**src/core/pmu_cfg.svh**
```systemverilog
// port mirror unit: register offsets, field positions and reset values
// assumes a 32-bit classic Wishbone slave with byte addresses
`ifndef PMU_CFG_SVH
`define PMU_CFG_SVH
`define PMU_A_CTRL 8'h00
`define PMU_A_ADD 8'h04
`define PMU_A_DEL 8'h08
`define PMU_A_ING 8'h0c
`define PMU_A_EGR 8'h10
`define PMU_A_TRUNK 8'h14
`define PMU_A_STAT 8'h18
`define PMU_A_CNT 8'h1c
`define PMU_B_EN 0
`define PMU_F_MON 11:8
`define PMU_F_FIRST 3:0
`define PMU_F_LAST 11:8
`define PMU_F_MODE 17:16
`define PMU_F_MASK 15:0
`define PMU_F_REJ 1:0
`define PMU_B_REJMON 0
`define PMU_B_REJSRC 1
`define PMU_RST_MON 4'h0
`define PMU_ONE_CNT 32'h1
`endif

```
**src/core/pmu_pkg.sv**
```systemverilog
// port mirror unit: shared types
// assumes at most sixteen switch ports
package pmu_pkg;
  localparam int PMU_MAXP = 16;
  typedef enum logic [1:0] {
    PMU_OFF,
    PMU_ING,
    PMU_EGR,
    PMU_BOTH
  } pmu_mode_t;
  // forwarding decision arriving from the switch lookup
  typedef struct packed {
    logic [3:0] src;
    logic [15:0] mask;
  } pmu_dec_t;
  // decision after mirroring
  typedef struct packed {
    logic [3:0] src;
    logic [15:0] mask;
    logic mirrored;
  } pmu_fwd_t;
endpackage : pmu_pkg

```
**src/core/pmu_top.sv**
```systemverilog
// port mirror unit: edits forwarding decisions to add monitor copies
// assumes decisions arrive one per handshake in the switch core domain
//
// Decided for this implementation: the address map and the Wishbone register port.
`include "pmu_cfg.svh"
module pmu_top
  import pmu_pkg::*;
#(
  parameter int NPORTS = 12
) (
  input wire logic CLK,
  input wire logic RST_N,
  input wire logic CE,
  input wire logic WB_CYC_I,
  input wire logic WB_STB_I,
  input wire logic WB_WE_I,
  input wire logic [7:0] WB_ADR_I,
  input wire logic [3:0] WB_SEL_I,
  input wire logic [31:0] WB_DAT_I,
  output logic [31:0] WB_DAT_O,
  output logic WB_ACK_O,
  input wire logic IN_VALID,
  output logic IN_READY,
  input wire pmu_dec_t IN_DEC,
  output logic OUT_VALID,
  input wire logic OUT_READY,
  output pmu_fwd_t OUT_FWD
);

  if (NPORTS < 2 || NPORTS > PMU_MAXP) begin : g_chk
    $error("NPORTS must be 2 to 16");
  end

  localparam logic [15:0] PM = 16'((32'h1 << NPORTS) - 32'h1);

  logic en_q, en_d;
  logic [3:0] mon_q, mon_d;
  logic [15:0] ing_q, ing_d;
  logic [15:0] egr_q, egr_d;
  logic [15:0] trk_q, trk_d;
  logic [1:0] rej_q, rej_d;
  logic [31:0] cnt_q, cnt_d;
  logic ack_q, ack_d;
  logic [31:0] dat_q, dat_d;
  logic ov_q, ov_d;
  pmu_fwd_t of_q, of_d;

  logic bus_req;
  logic wr_fire;
  logic take;
  logic [7:0] wa;
  logic [31:0] bm;
  logic [15:0] rng;
  logic [15:0] mon_hot;
  logic [15:0] orig;
  logic mir;
  logic [3:0] first_p;
  logic [3:0] last_p;

  // bus decode; ack_q in the term makes every access take two cycles
  assign bus_req = WB_CYC_I & WB_STB_I & ~ack_q;
  assign wr_fire = CE & bus_req & WB_WE_I;
  assign wa = {WB_ADR_I[7:2], 2'b00};
  assign bm = {{8{WB_SEL_I[3]}}, {8{WB_SEL_I[2]}},
               {8{WB_SEL_I[1]}}, {8{WB_SEL_I[0]}}};
  assign first_p = WB_DAT_I[`PMU_F_FIRST];
  assign last_p = WB_DAT_I[`PMU_F_LAST];
  assign mon_hot = 16'h1 << mon_q;

  // port range of an add or remove command; first above last is empty
  for (genvar i = 0; i < PMU_MAXP; i++) begin : g_rng
    assign rng[i] = (4'(i) >= first_p) && (4'(i) <= last_p) &&
                    (i < NPORTS);
  end

  // configuration next state
  always_comb begin
    logic [3:0] new_mon;
    logic [15:0] hot_d;
    logic [15:0] add;
    new_mon = WB_DAT_I[`PMU_F_MON];
    add = rng & ~mon_hot; // monitor is never taken as a source
    hot_d = 16'h0;
    en_d = en_q;
    mon_d = mon_q;
    ing_d = ing_q;
    egr_d = egr_q;
    trk_d = trk_q;
    rej_d = rej_q;
    if (wr_fire) begin
      case (wa)
        `PMU_A_CTRL: begin
          if (WB_SEL_I[0]) begin
            en_d = WB_DAT_I[`PMU_B_EN];
          end
          if (WB_SEL_I[1]) begin
            // trunk members and absent ports leave the monitor as is
            // five bits so that sixteen ports does not wrap to zero
            if ({1'b0, new_mon} >= 5'(NPORTS) || trk_q[new_mon]) begin
              rej_d[`PMU_B_REJMON] = 1'b1;
            end else begin
              mon_d = new_mon;
            end
          end
        end
        `PMU_A_ADD: begin
          if (|(rng & mon_hot)) begin
            rej_d[`PMU_B_REJSRC] = 1'b1;
          end
          // the mode replaces any earlier mode of those ports
          case (pmu_mode_t'(WB_DAT_I[`PMU_F_MODE]))
            PMU_ING: begin
              ing_d = ing_q | add;
              egr_d = egr_q & ~add;
            end
            PMU_EGR: begin
              ing_d = ing_q & ~add;
              egr_d = egr_q | add;
            end
            PMU_BOTH: begin
              ing_d = ing_q | add;
              egr_d = egr_q | add;
            end
            default: begin
              ing_d = ing_q & ~add;
              egr_d = egr_q & ~add;
            end
          endcase
        end
        `PMU_A_DEL: begin
          ing_d = ing_q & ~rng;
          egr_d = egr_q & ~rng;
        end
        `PMU_A_TRUNK: begin
          trk_d = ((trk_q & ~bm[15:0]) | (WB_DAT_I[15:0] & bm[15:0])) & PM;
        end
        `PMU_A_STAT: begin
          if (WB_SEL_I[0]) begin
            rej_d = rej_q & ~WB_DAT_I[`PMU_F_REJ]; // write one to clear
          end
        end
        default: begin
        end
      endcase
    end
    // a newly chosen monitor leaves the source sets
    hot_d = 16'h1 << mon_d;
    ing_d = ing_d & ~hot_d & PM;
    egr_d = egr_d & ~hot_d & PM;
  end

  // register read mux; unmapped addresses read zero and still ack
  always_comb begin
    ack_d = CE ? bus_req : ack_q;
    dat_d = dat_q;
    if (CE && bus_req && !WB_WE_I) begin
      dat_d = 32'h0;
      case (wa)
        `PMU_A_CTRL: begin
          dat_d[`PMU_B_EN] = en_q;
          dat_d[`PMU_F_MON] = mon_q;
        end
        `PMU_A_ING: dat_d[`PMU_F_MASK] = ing_q;
        `PMU_A_EGR: dat_d[`PMU_F_MASK] = egr_q;
        `PMU_A_TRUNK: dat_d[`PMU_F_MASK] = trk_q;
        `PMU_A_STAT: dat_d[`PMU_F_REJ] = rej_q;
        `PMU_A_CNT: dat_d = cnt_q;
        default: dat_d = 32'h0;
      endcase
    end
  end

  assign WB_ACK_O = ack_q;
  assign WB_DAT_O = dat_q;

  // decision path: one register stage, stalls with OUT_READY
  assign IN_READY = ~ov_q | OUT_READY;
  assign take = CE & IN_VALID & IN_READY;
  assign orig = IN_DEC.mask & PM;
  assign mir = en_q &
               (ing_q[IN_DEC.src] |
                (|(egr_q & orig)));

  always_comb begin
    ov_d = ov_q;
    of_d = of_q;
    cnt_d = cnt_q;
    if (take) begin
      ov_d = 1'b1;
      of_d.src = IN_DEC.src;
      of_d.mirrored = mir;
      // regular traffic is kept off the monitor while enabled
      of_d.mask = en_q ? (orig & ~mon_hot) : orig;
      if (mir) begin
        of_d.mask = of_d.mask | mon_hot;
      end
    end else if (CE && OUT_READY) begin
      ov_d = 1'b0;
    end
    if (take && mir) begin
      cnt_d = cnt_q + `PMU_ONE_CNT;
    end
    // a copy counted in the clearing cycle is kept
    if (wr_fire && wa == `PMU_A_CNT) begin
      cnt_d = (take && mir) ? `PMU_ONE_CNT : 32'h0;
    end
  end

  assign OUT_VALID = ov_q;
  assign OUT_FWD = of_q;

  // all state; CE low freezes everything
  always_ff @(posedge CLK) begin
    if (!RST_N) begin
      en_q <= 1'b0;
      mon_q <= `PMU_RST_MON;
      ing_q <= 16'h0;
      egr_q <= 16'h0;
      trk_q <= 16'h0;
      rej_q <= 2'h0;
      cnt_q <= 32'h0;
      ack_q <= 1'b0;
      dat_q <= 32'h0;
      ov_q <= 1'b0;
      of_q <= '0;
    end else if (CE) begin
      en_q <= en_d;
      mon_q <= mon_d;
      ing_q <= ing_d;
      egr_q <= egr_d;
      trk_q <= trk_d;
      rej_q <= rej_d;
      cnt_q <= cnt_d;
      ack_q <= ack_d;
      dat_q <= dat_d;
      ov_q <= ov_d;
      of_q <= of_d;
    end
  end
endmodule : pmu_top

```
**config.mk**
```make
export PLATFORM = sky130hd
export DESIGN_NAME = pmu_top
export DESIGN_NICKNAME = d
export VERILOG_FILES = /design/src/core/pmu_pkg.sv /design/src/core/pmu_top.sv
export VERILOG_INCLUDE_DIRS = /design/src /design/src/core
export SDC_FILE = /design/constraint.sdc
export NUM_CORES = 1
export LEC_CHECK = 0
export BUFFER_PORTS_ARGS = -buffer_cell sky130_fd_sc_hd__buf_2
export CORE_ASPECT_RATIO = 0.8
export CORE_UTILIZATION = 39
export CTS_CLUSTER_SIZE = 40
export DETAILED_ROUTE_END_ITERATION = 8
export PLACE_DENSITY_LB_ADDON = 0.15
export SLEW_MARGIN = 20
export SYNTH_ARGS = -nofsm -noshare
export SYNTH_HDL_FRONTEND = slang
export SYNTH_SLANG_ARGS = --single-unit
```
**constraint.sdc**
```tcl
create_clock -name CLK -period 2.85 [get_ports CLK]
set_input_delay 0.4275 -clock CLK [delete_from_list [all_inputs] [get_ports CLK]]
set_output_delay 0.4275 -clock CLK [all_outputs]
set_load 0.02 [all_outputs]
```
# [After elaboration in Yosys (flattened, before gate mapping)]
# Index checks and enable logic that the tools add are counted.
[op_classes] addsub=1 n_lt_le_gt_ge=27 eq_ne=14 shifts=2 n_mux=33 bitwise_logic=34 n_reduce_logical=36
[op_table] cell="bitwise AND 12 bit" count=10
[op_table] cell="two-way mux 32 bit" count=2
[op_table] cell="two-way mux 12 bit" count=4
[op_table] cell="two-way mux 16 bit" count=3
[op_table] cell="NOT 12 bit" count=4
[op_table] cell="case mux 12 bit (2 select lines)" count=2
[op_table] cell="OR 12 bit" count=3
[op_table] cell="adder 32 x 1 -> 32 bit (second input constant)" count=1
[op_table] cell="bitwise AND 12 x 16 -> 16 bit" count=2
[op_table] cell="OR reduction 16 bit" count=2
[op_table] cell="equality test 6 x 3 -> 1 bit (second input constant)" count=4
[op_table] cell="case mux 6 bit (4 select lines)" count=1
[op_table] cell="two-way mux 4 bit" count=5
[op_table] cell="case mux 4 bit (5 select lines)" count=1
[op_table] cell="logical AND 1 bit" count=17
[op_table] cell="greater-or-equal comparator 3 x 4 -> 1 bit (first input constant)" count=4
[op_table] cell="greater-or-equal comparator 4 bit (first input constant)" count=4
[op_table] cell="<= comparator 3 x 4 -> 1 bit (first input constant)" count=4
[op_table] cell="<= comparator 4 bit (first input constant)" count=4
[op_table] cell="NOT 16 bit" count=1
[op_table] cell="OR 16 bit" count=1
[op_table] cell="<< shifter 1 x 4 -> 16 bit (first input constant)" count=1
[op_table] cell="equality test 6 x 2 -> 1 bit (second input constant)" count=2
[op_table] cell="<< shifter 1 x 4 -> 12 bit (first input constant)" count=1
[op_table] cell="other kinds (31)" count=64
[word_totals] regBits=130 out_inout_bits=56

# [Logic depth before layout (Yosys ltp)]
[depth] word_depth=10 depth_mapped=9 ltp_nobuf=6

# [Least setup slack after synthesis]
# Ideal clock, no wire load.
[synth_path] kind="input to register" from="input port WB_ADR_I[5]" to="register cnt_q[9]" arrival_ps=2523 setup_slack_ps=257 path_stages=7 n_path_buf=1 cell_sequence="or4b_1 -> or4_4 -> and2_4 -> and3_4 -> buf_6 -> or4_1 -> a21oi_1"
[synth_between] elab_chain_cells=4 word_cells_on_any_way=5 cone_classes="1 x eq/ne; 1 x mux; 3 x reduce/logical"
[synth_lines] item="from (decl)" line="pmu_top.sv:17" source="input wire logic [7:0] WB_ADR_I,"
[synth_lines] item="equality test 6 x 3 -> 1 bit (*)"
[synth_lines] item="logical AND 1 bit (no source line) (*)"
[synth_lines] item="nonzero test 2 bit (no source line)"
[synth_lines] item="AND reduction 2 bit (no source line)"
[synth_lines] item="to (signal assigned)" line="pmu_top.sv:233" source="cnt_q <= cnt_d;"
[synth_lines] item="to (decl)" line="pmu_top.sv:42" source="logic [31:0] cnt_q, cnt_d;"
# Mark *: on every way between the ends. The rest lies on a longest branch, timed or not.
# A chain may end at the register's enable or synchronous reset.

# [Worst setup path in the final report]
[layout_path] from="register ack_q (netlist: WB_ACK_O)" to="register cnt_q[14]"
[layout_between] elab_chain_cells=7 word_cells_on_any_way=8 cone_classes="1 x mux; 4 x bitwise; 3 x reduce/logical"
[layout_lines] item="from (decl)" line="pmu_top.sv:43" source="logic ack_q, ack_d;"
[layout_lines] item="from (signal assigned)" line="pmu_top.sv:234" source="ack_q <= ack_d;"
[layout_lines] item="NOT 1 bit (*)" line="pmu_top.sv:61" source="assign bus_req = WB_CYC_I & WB_STB_I & ~ack_q;"
[layout_lines] item="bitwise AND 1 bit (*)" line="pmu_top.sv:61"
[layout_lines] item="bitwise AND 1 bit (*) (2 in series)" line="pmu_top.sv:62" source="assign wr_fire = CE & bus_req & WB_WE_I;"
[layout_lines] item="logical AND 1 bit (no source line) (*)"
[layout_lines] item="nonzero test 2 bit (no source line)"
[layout_lines] item="AND reduction 2 bit (no source line)"
# Marked as above.

==> Flow_metrics.wiki <==
{| class="wikitable"
! Metric !! Value
|-
| Outcome || complete, no violations
|-
| Top cell type's share of synthesized area || 0.362
|-
| Final core occ || 0.487
|-
| Share of flip-flops with an asynchronous set or reset after synthesis || 0
|-
| Mean instance size in the synthesized netlist || 8.08 sq um
|-
| Clock slew at reported path FFs || 0.07 ns
|-
| Slew at the pin closest to its max-slew limit || 1.04 ns
|-
| Post-CTS resize count || 0
|-
| Hold-fix buffers, CTS || 0
|-
| Global-route track usage on met1 || 0.431
|-
| Fmax || 412 MHz
|-
| Overall die area || 19,000 sq um
|-
| Number of design rule violations left after detail routing || 0
|-
| Layout overhead on the synthesized area || 22.6%
|-
| Total power density per cell area || 487 nW/um^2
|-
| Ports || 128
|-
| Fin crit share || 0.852
|-
| Global routing usage on met2 || 0.357
|-
| Final critical path time including I/O delays and setup || 2.43 ns
|-
| Via density per instance || 5.95
|-
| Max Cap Viol || 0
|-
| Maximum fanout along the worst path || 11
|-
| Leak Pwr || 0.00336 uW
|-
| Number of synthesized flops with an enable pin || 0
|-
| Level count of the clock H-tree || 4
|-
| Combinational family with the most area after synthesis || simple AND/OR/NAND/NOR gates
|-
| Wire length of the first global-routing pass || 39,600 microns
|-
| Number of buffers added for setup after CTS || 0
|-
| Count of final hold-check violations || 0
|-
| Clock skew after layout || 0.00984 ns
|-
| Worst-case clock buffer depth || 2
|-
| Number of distinct library cell variants in the gate-level netlist after synthesis || 70
|-
| First-pass iteration count of the detailed router || 8
|-
| Root buffer selected by CTS || sky130_fd_sc_hd__clkbuf_16
|-
| Overall die width || 154 microns
|-
| Worst Hold Class || primary input to flip-flop
|-
| Weighted congestion reported at the end of routability-driven placement || 0.995
|-
| Adder-cell share of the synthesized area || 0.00174
|-
| Std-Cell Core Area || 18,100 sq um
|-
| Syn Nets || 963
|-
| Post-route antenna net violation count || 0
|-
| Post-synth design cell area || 7190 sq um
|-
| Top flip-flop cell by instance count after synthesis || sky130_fd_sc_hd__dfxtp_1
|-
| Initial core utilization || 0.397
|-
| Met3 Track Usage GR || 0.0782
|-
| Pin count of the biggest net entering global routing || 35
|-
| Detailed-route via count || 7,461
|-
| Post-DP HPWL || 19,500 microns
|-
| Post-Route Setup TNS || 0 ns
|-
| Cells after synthesis || 890
|-
| Filler cells || 1,776
|-
| CP endpoint kind || flip-flop
|-
| Violation count after the first detailed-routing iteration || 939
|-
| Portion of the post-synthesis area used by sequential elements || 0.362
|-
| Dominant cell type by area after synthesis || sky130_fd_sc_hd__dfxtp_1
|-
| Nature of the critical path startpoint || flip-flop
|-
| Share of post-route cells with drive strength above 1 || 0.240
|-
| Number of cells on the worst hold path || 3
|-
| Most used routing layer || met1
|-
| Simple-gate portion of the synthesized area || 0.261
|-
| Synth warnings || 0
|-
| Endpoints failing setup || 0
|-
| Number of antenna violations at the first check in global routing || 1
|-
| CTS sink count || 130
|-
| Post-synthesis share of cell area spent on xor and xnor gates || 0.00609
|-
| Number of buffers created by CTS || 17
|-
| Multiplexer fraction of the synthesized cell area || 0.0987
|-
| Start point of the worst hold path || WB_DAT_I[4]
|-
| Critical path class || flip-flop to flip-flop
|-
| Arr. time, crit path || 2.78 ns
|-
| Compound-gate portion of the synthesized area || 0.224
|-
| Net count reported at finish || 1,083
|-
| IR drop worst, VDD || 0.000317 V
|-
| Height of the die || 123 microns
|-
| GRT Overall Usage || 0.277
|-
| Routed Wire Length || 26,200 microns
|-
| Clock latency on the worst-skew pair || 0.43 ns
|-
| Reg2reg end || cnt_q[14]$_SDFFE_PN0P_
|-
| Core Rows || 44
|-
| Number of port buffers || 101
|-
| Post-synthesis sequential element count || 130
|-
| Cell depth of the worst flop-to-flop path || 7
|-
| Total overflow reported by the global router || 0
|-
| Data required time of the critical path || 3.20 ns
|-
| Number of global-route vias before repair || 6,626
|-
| Number of slew-limit violations in the final report || 0
|-
| Setup repair after global routing missed its margin || false
|-
| Slack of the worst reg-to-reg path || 0.42 ns
|-
| Relative slew slack || 0.307
|-
| Cell types with the largest area share after synthesis || sky130_fd_sc_hd__dfxtp_1, sky130_fd_sc_hd__mux2i_1, sky130_fd_sc_hd__nor2_1
|-
| TritonCTS clock tree || built
|-
| Origin of the critical flop-to-flop path || WB_ACK_O$_SDFFE_PN0P_
|-
| Routed wire per std cell || 20.9 microns
|}
==> area by class of cell <==
type	count	area (sq um)	area share
inverter	17	63.8	0.00724
multi-input combinational	674	4260	0.483
antenna	1	2.50	0.000284
sequential	130	2600	0.295
clock buffer	17	425	0.0483
clock inverter	15	139	0.0158
tap	230	288	0.0326
timing repair buffer	170	1040	0.118
==> synthesized netlist by cell type (10+ instances only) <==
cell and number:
sky130_fd_sc_hd__a21oi_1 35, sky130_fd_sc_hd__a22oi_1 39, sky130_fd_sc_hd__a31o_2 10, sky130_fd_sc_hd__a31oi_1 12, sky130_fd_sc_hd__and3_1 10, sky130_fd_sc_hd__clkbuf_1 56
sky130_fd_sc_hd__dfxtp_1 130, sky130_fd_sc_hd__inv_1 17, sky130_fd_sc_hd__mux2_2 15, sky130_fd_sc_hd__mux2i_1 45, sky130_fd_sc_hd__nand2_1 96, sky130_fd_sc_hd__nand2b_1 15
sky130_fd_sc_hd__nand3_1 39, sky130_fd_sc_hd__nand4_1 10, sky130_fd_sc_hd__nor2_1 102, sky130_fd_sc_hd__nor3_1 19, sky130_fd_sc_hd__nor4_1 17, sky130_fd_sc_hd__o21ai_0 45
sky130_fd_sc_hd__or3_1 11
==> how the worst max path moves through the flow <==
stage                     startpoint                      to  slack, ns  cells past startpoint
2_1_floorplan            WB_ADR_I[5]   cnt_q[9]$_SDFFE_PN0P_       0.26                      7
3_3_place_gp             WB_ADR_I[5]  cnt_q[12]$_SDFFE_PN0P_       0.05                      7
3_5_place_dp             WB_ADR_I[5]  cnt_q[14]$_SDFFE_PN0P_       0.01                      7
4_1_cts        WB_ACK_O$_SDFFE_PN0P_  cnt_q[14]$_SDFFE_PN0P_       0.42                      7
5_1_grt        WB_ACK_O$_SDFFE_PN0P_  cnt_q[14]$_SDFFE_PN0P_       0.28                      7
6_report       WB_ACK_O$_SDFFE_PN0P_  cnt_q[14]$_SDFFE_PN0P_       0.42                      7
==> state kept, by name, indices dropped and copies added (netlist names), named ones only <==
signal and cells:
egr_q 12, cnt_q 32, rej_q 2, WB_DAT_O 32
OUT_FWD 21, WB_ACK_O 1, ing_q 12, OUT_VALID 1
mon_q 4, en_q 1
==> placed cells by master, fill, tap and decap left out, drive strengths merged, types with 21 or more instances in the layout <==
cell type  instances
dfxtp            130
nand2             96
nor2             102
nand3             39
inv               26
buf              170
a22oi             39
mux2i             45
o21ai             45
nor3              21
a21oi             35
==> per-layer routing <==
layer  vias up  wire [microns]
met5         -               0
met4         0             414
met3        35            2610
met2       377            9940
met1      3484           13300
li1       3565               -
==> cells by family (layout without fill, tap and decap cells) <==
group,count (synthesis),in the layout
multiplexers,64,64
XOR/XNOR,5,5
adder cells (fa/ha/maj),1,1
flip-flops,130,130
buffers and inverters,86,219
AO/OA/AOI/OAI,230,230
AND/OR/NAND/NOR,374,374
other,0,1
==> power breakdown <==
part	total (uW)	internal (uW)	switching [uW]
Combinational	342	108	234
Clock	2110	1150	957
Sequential	1840	1830	8.07
==> worst max-delay path: stages, from the launching register on <==
cell                       delay, ns
sky130_fd_sc_hd__dfxtp_1        0.34
sky130_fd_sc_hd__nand4b_1       0.18
sky130_fd_sc_hd__buf_4          0.19
sky130_fd_sc_hd__or4_4          0.54
sky130_fd_sc_hd__and2_4         0.18
sky130_fd_sc_hd__a311o_1        0.51
sky130_fd_sc_hd__nor4_1         0.28
sky130_fd_sc_hd__o21bai_1       0.14
==> per-stage QoR <==
| stage | power [uW] | hold WS, ns | setup slack (ns) | cells | cell area [sq um] |
|---|---|---|---|---|---|
| after global placement | 2210 | 0.440 | 0.0496 | 1221 | 8250 |
| after detailed placement | 2210 | 0.443 | 0.0118 | 1221 | 8250 |
| final | 4290 | 0.240 | 0.421 | 1254 | 8820 |
| after floorplan | 2060 | 0.429 | 0.257 | 890 | 7190 |
| after global routing | 4440 | 0.256 | 0.276 | 1254 | 8820 |
| after CTS | 4320 | 0.230 | 0.419 | 1253 | 8810 |
Power figures use the tool's default switching activity.
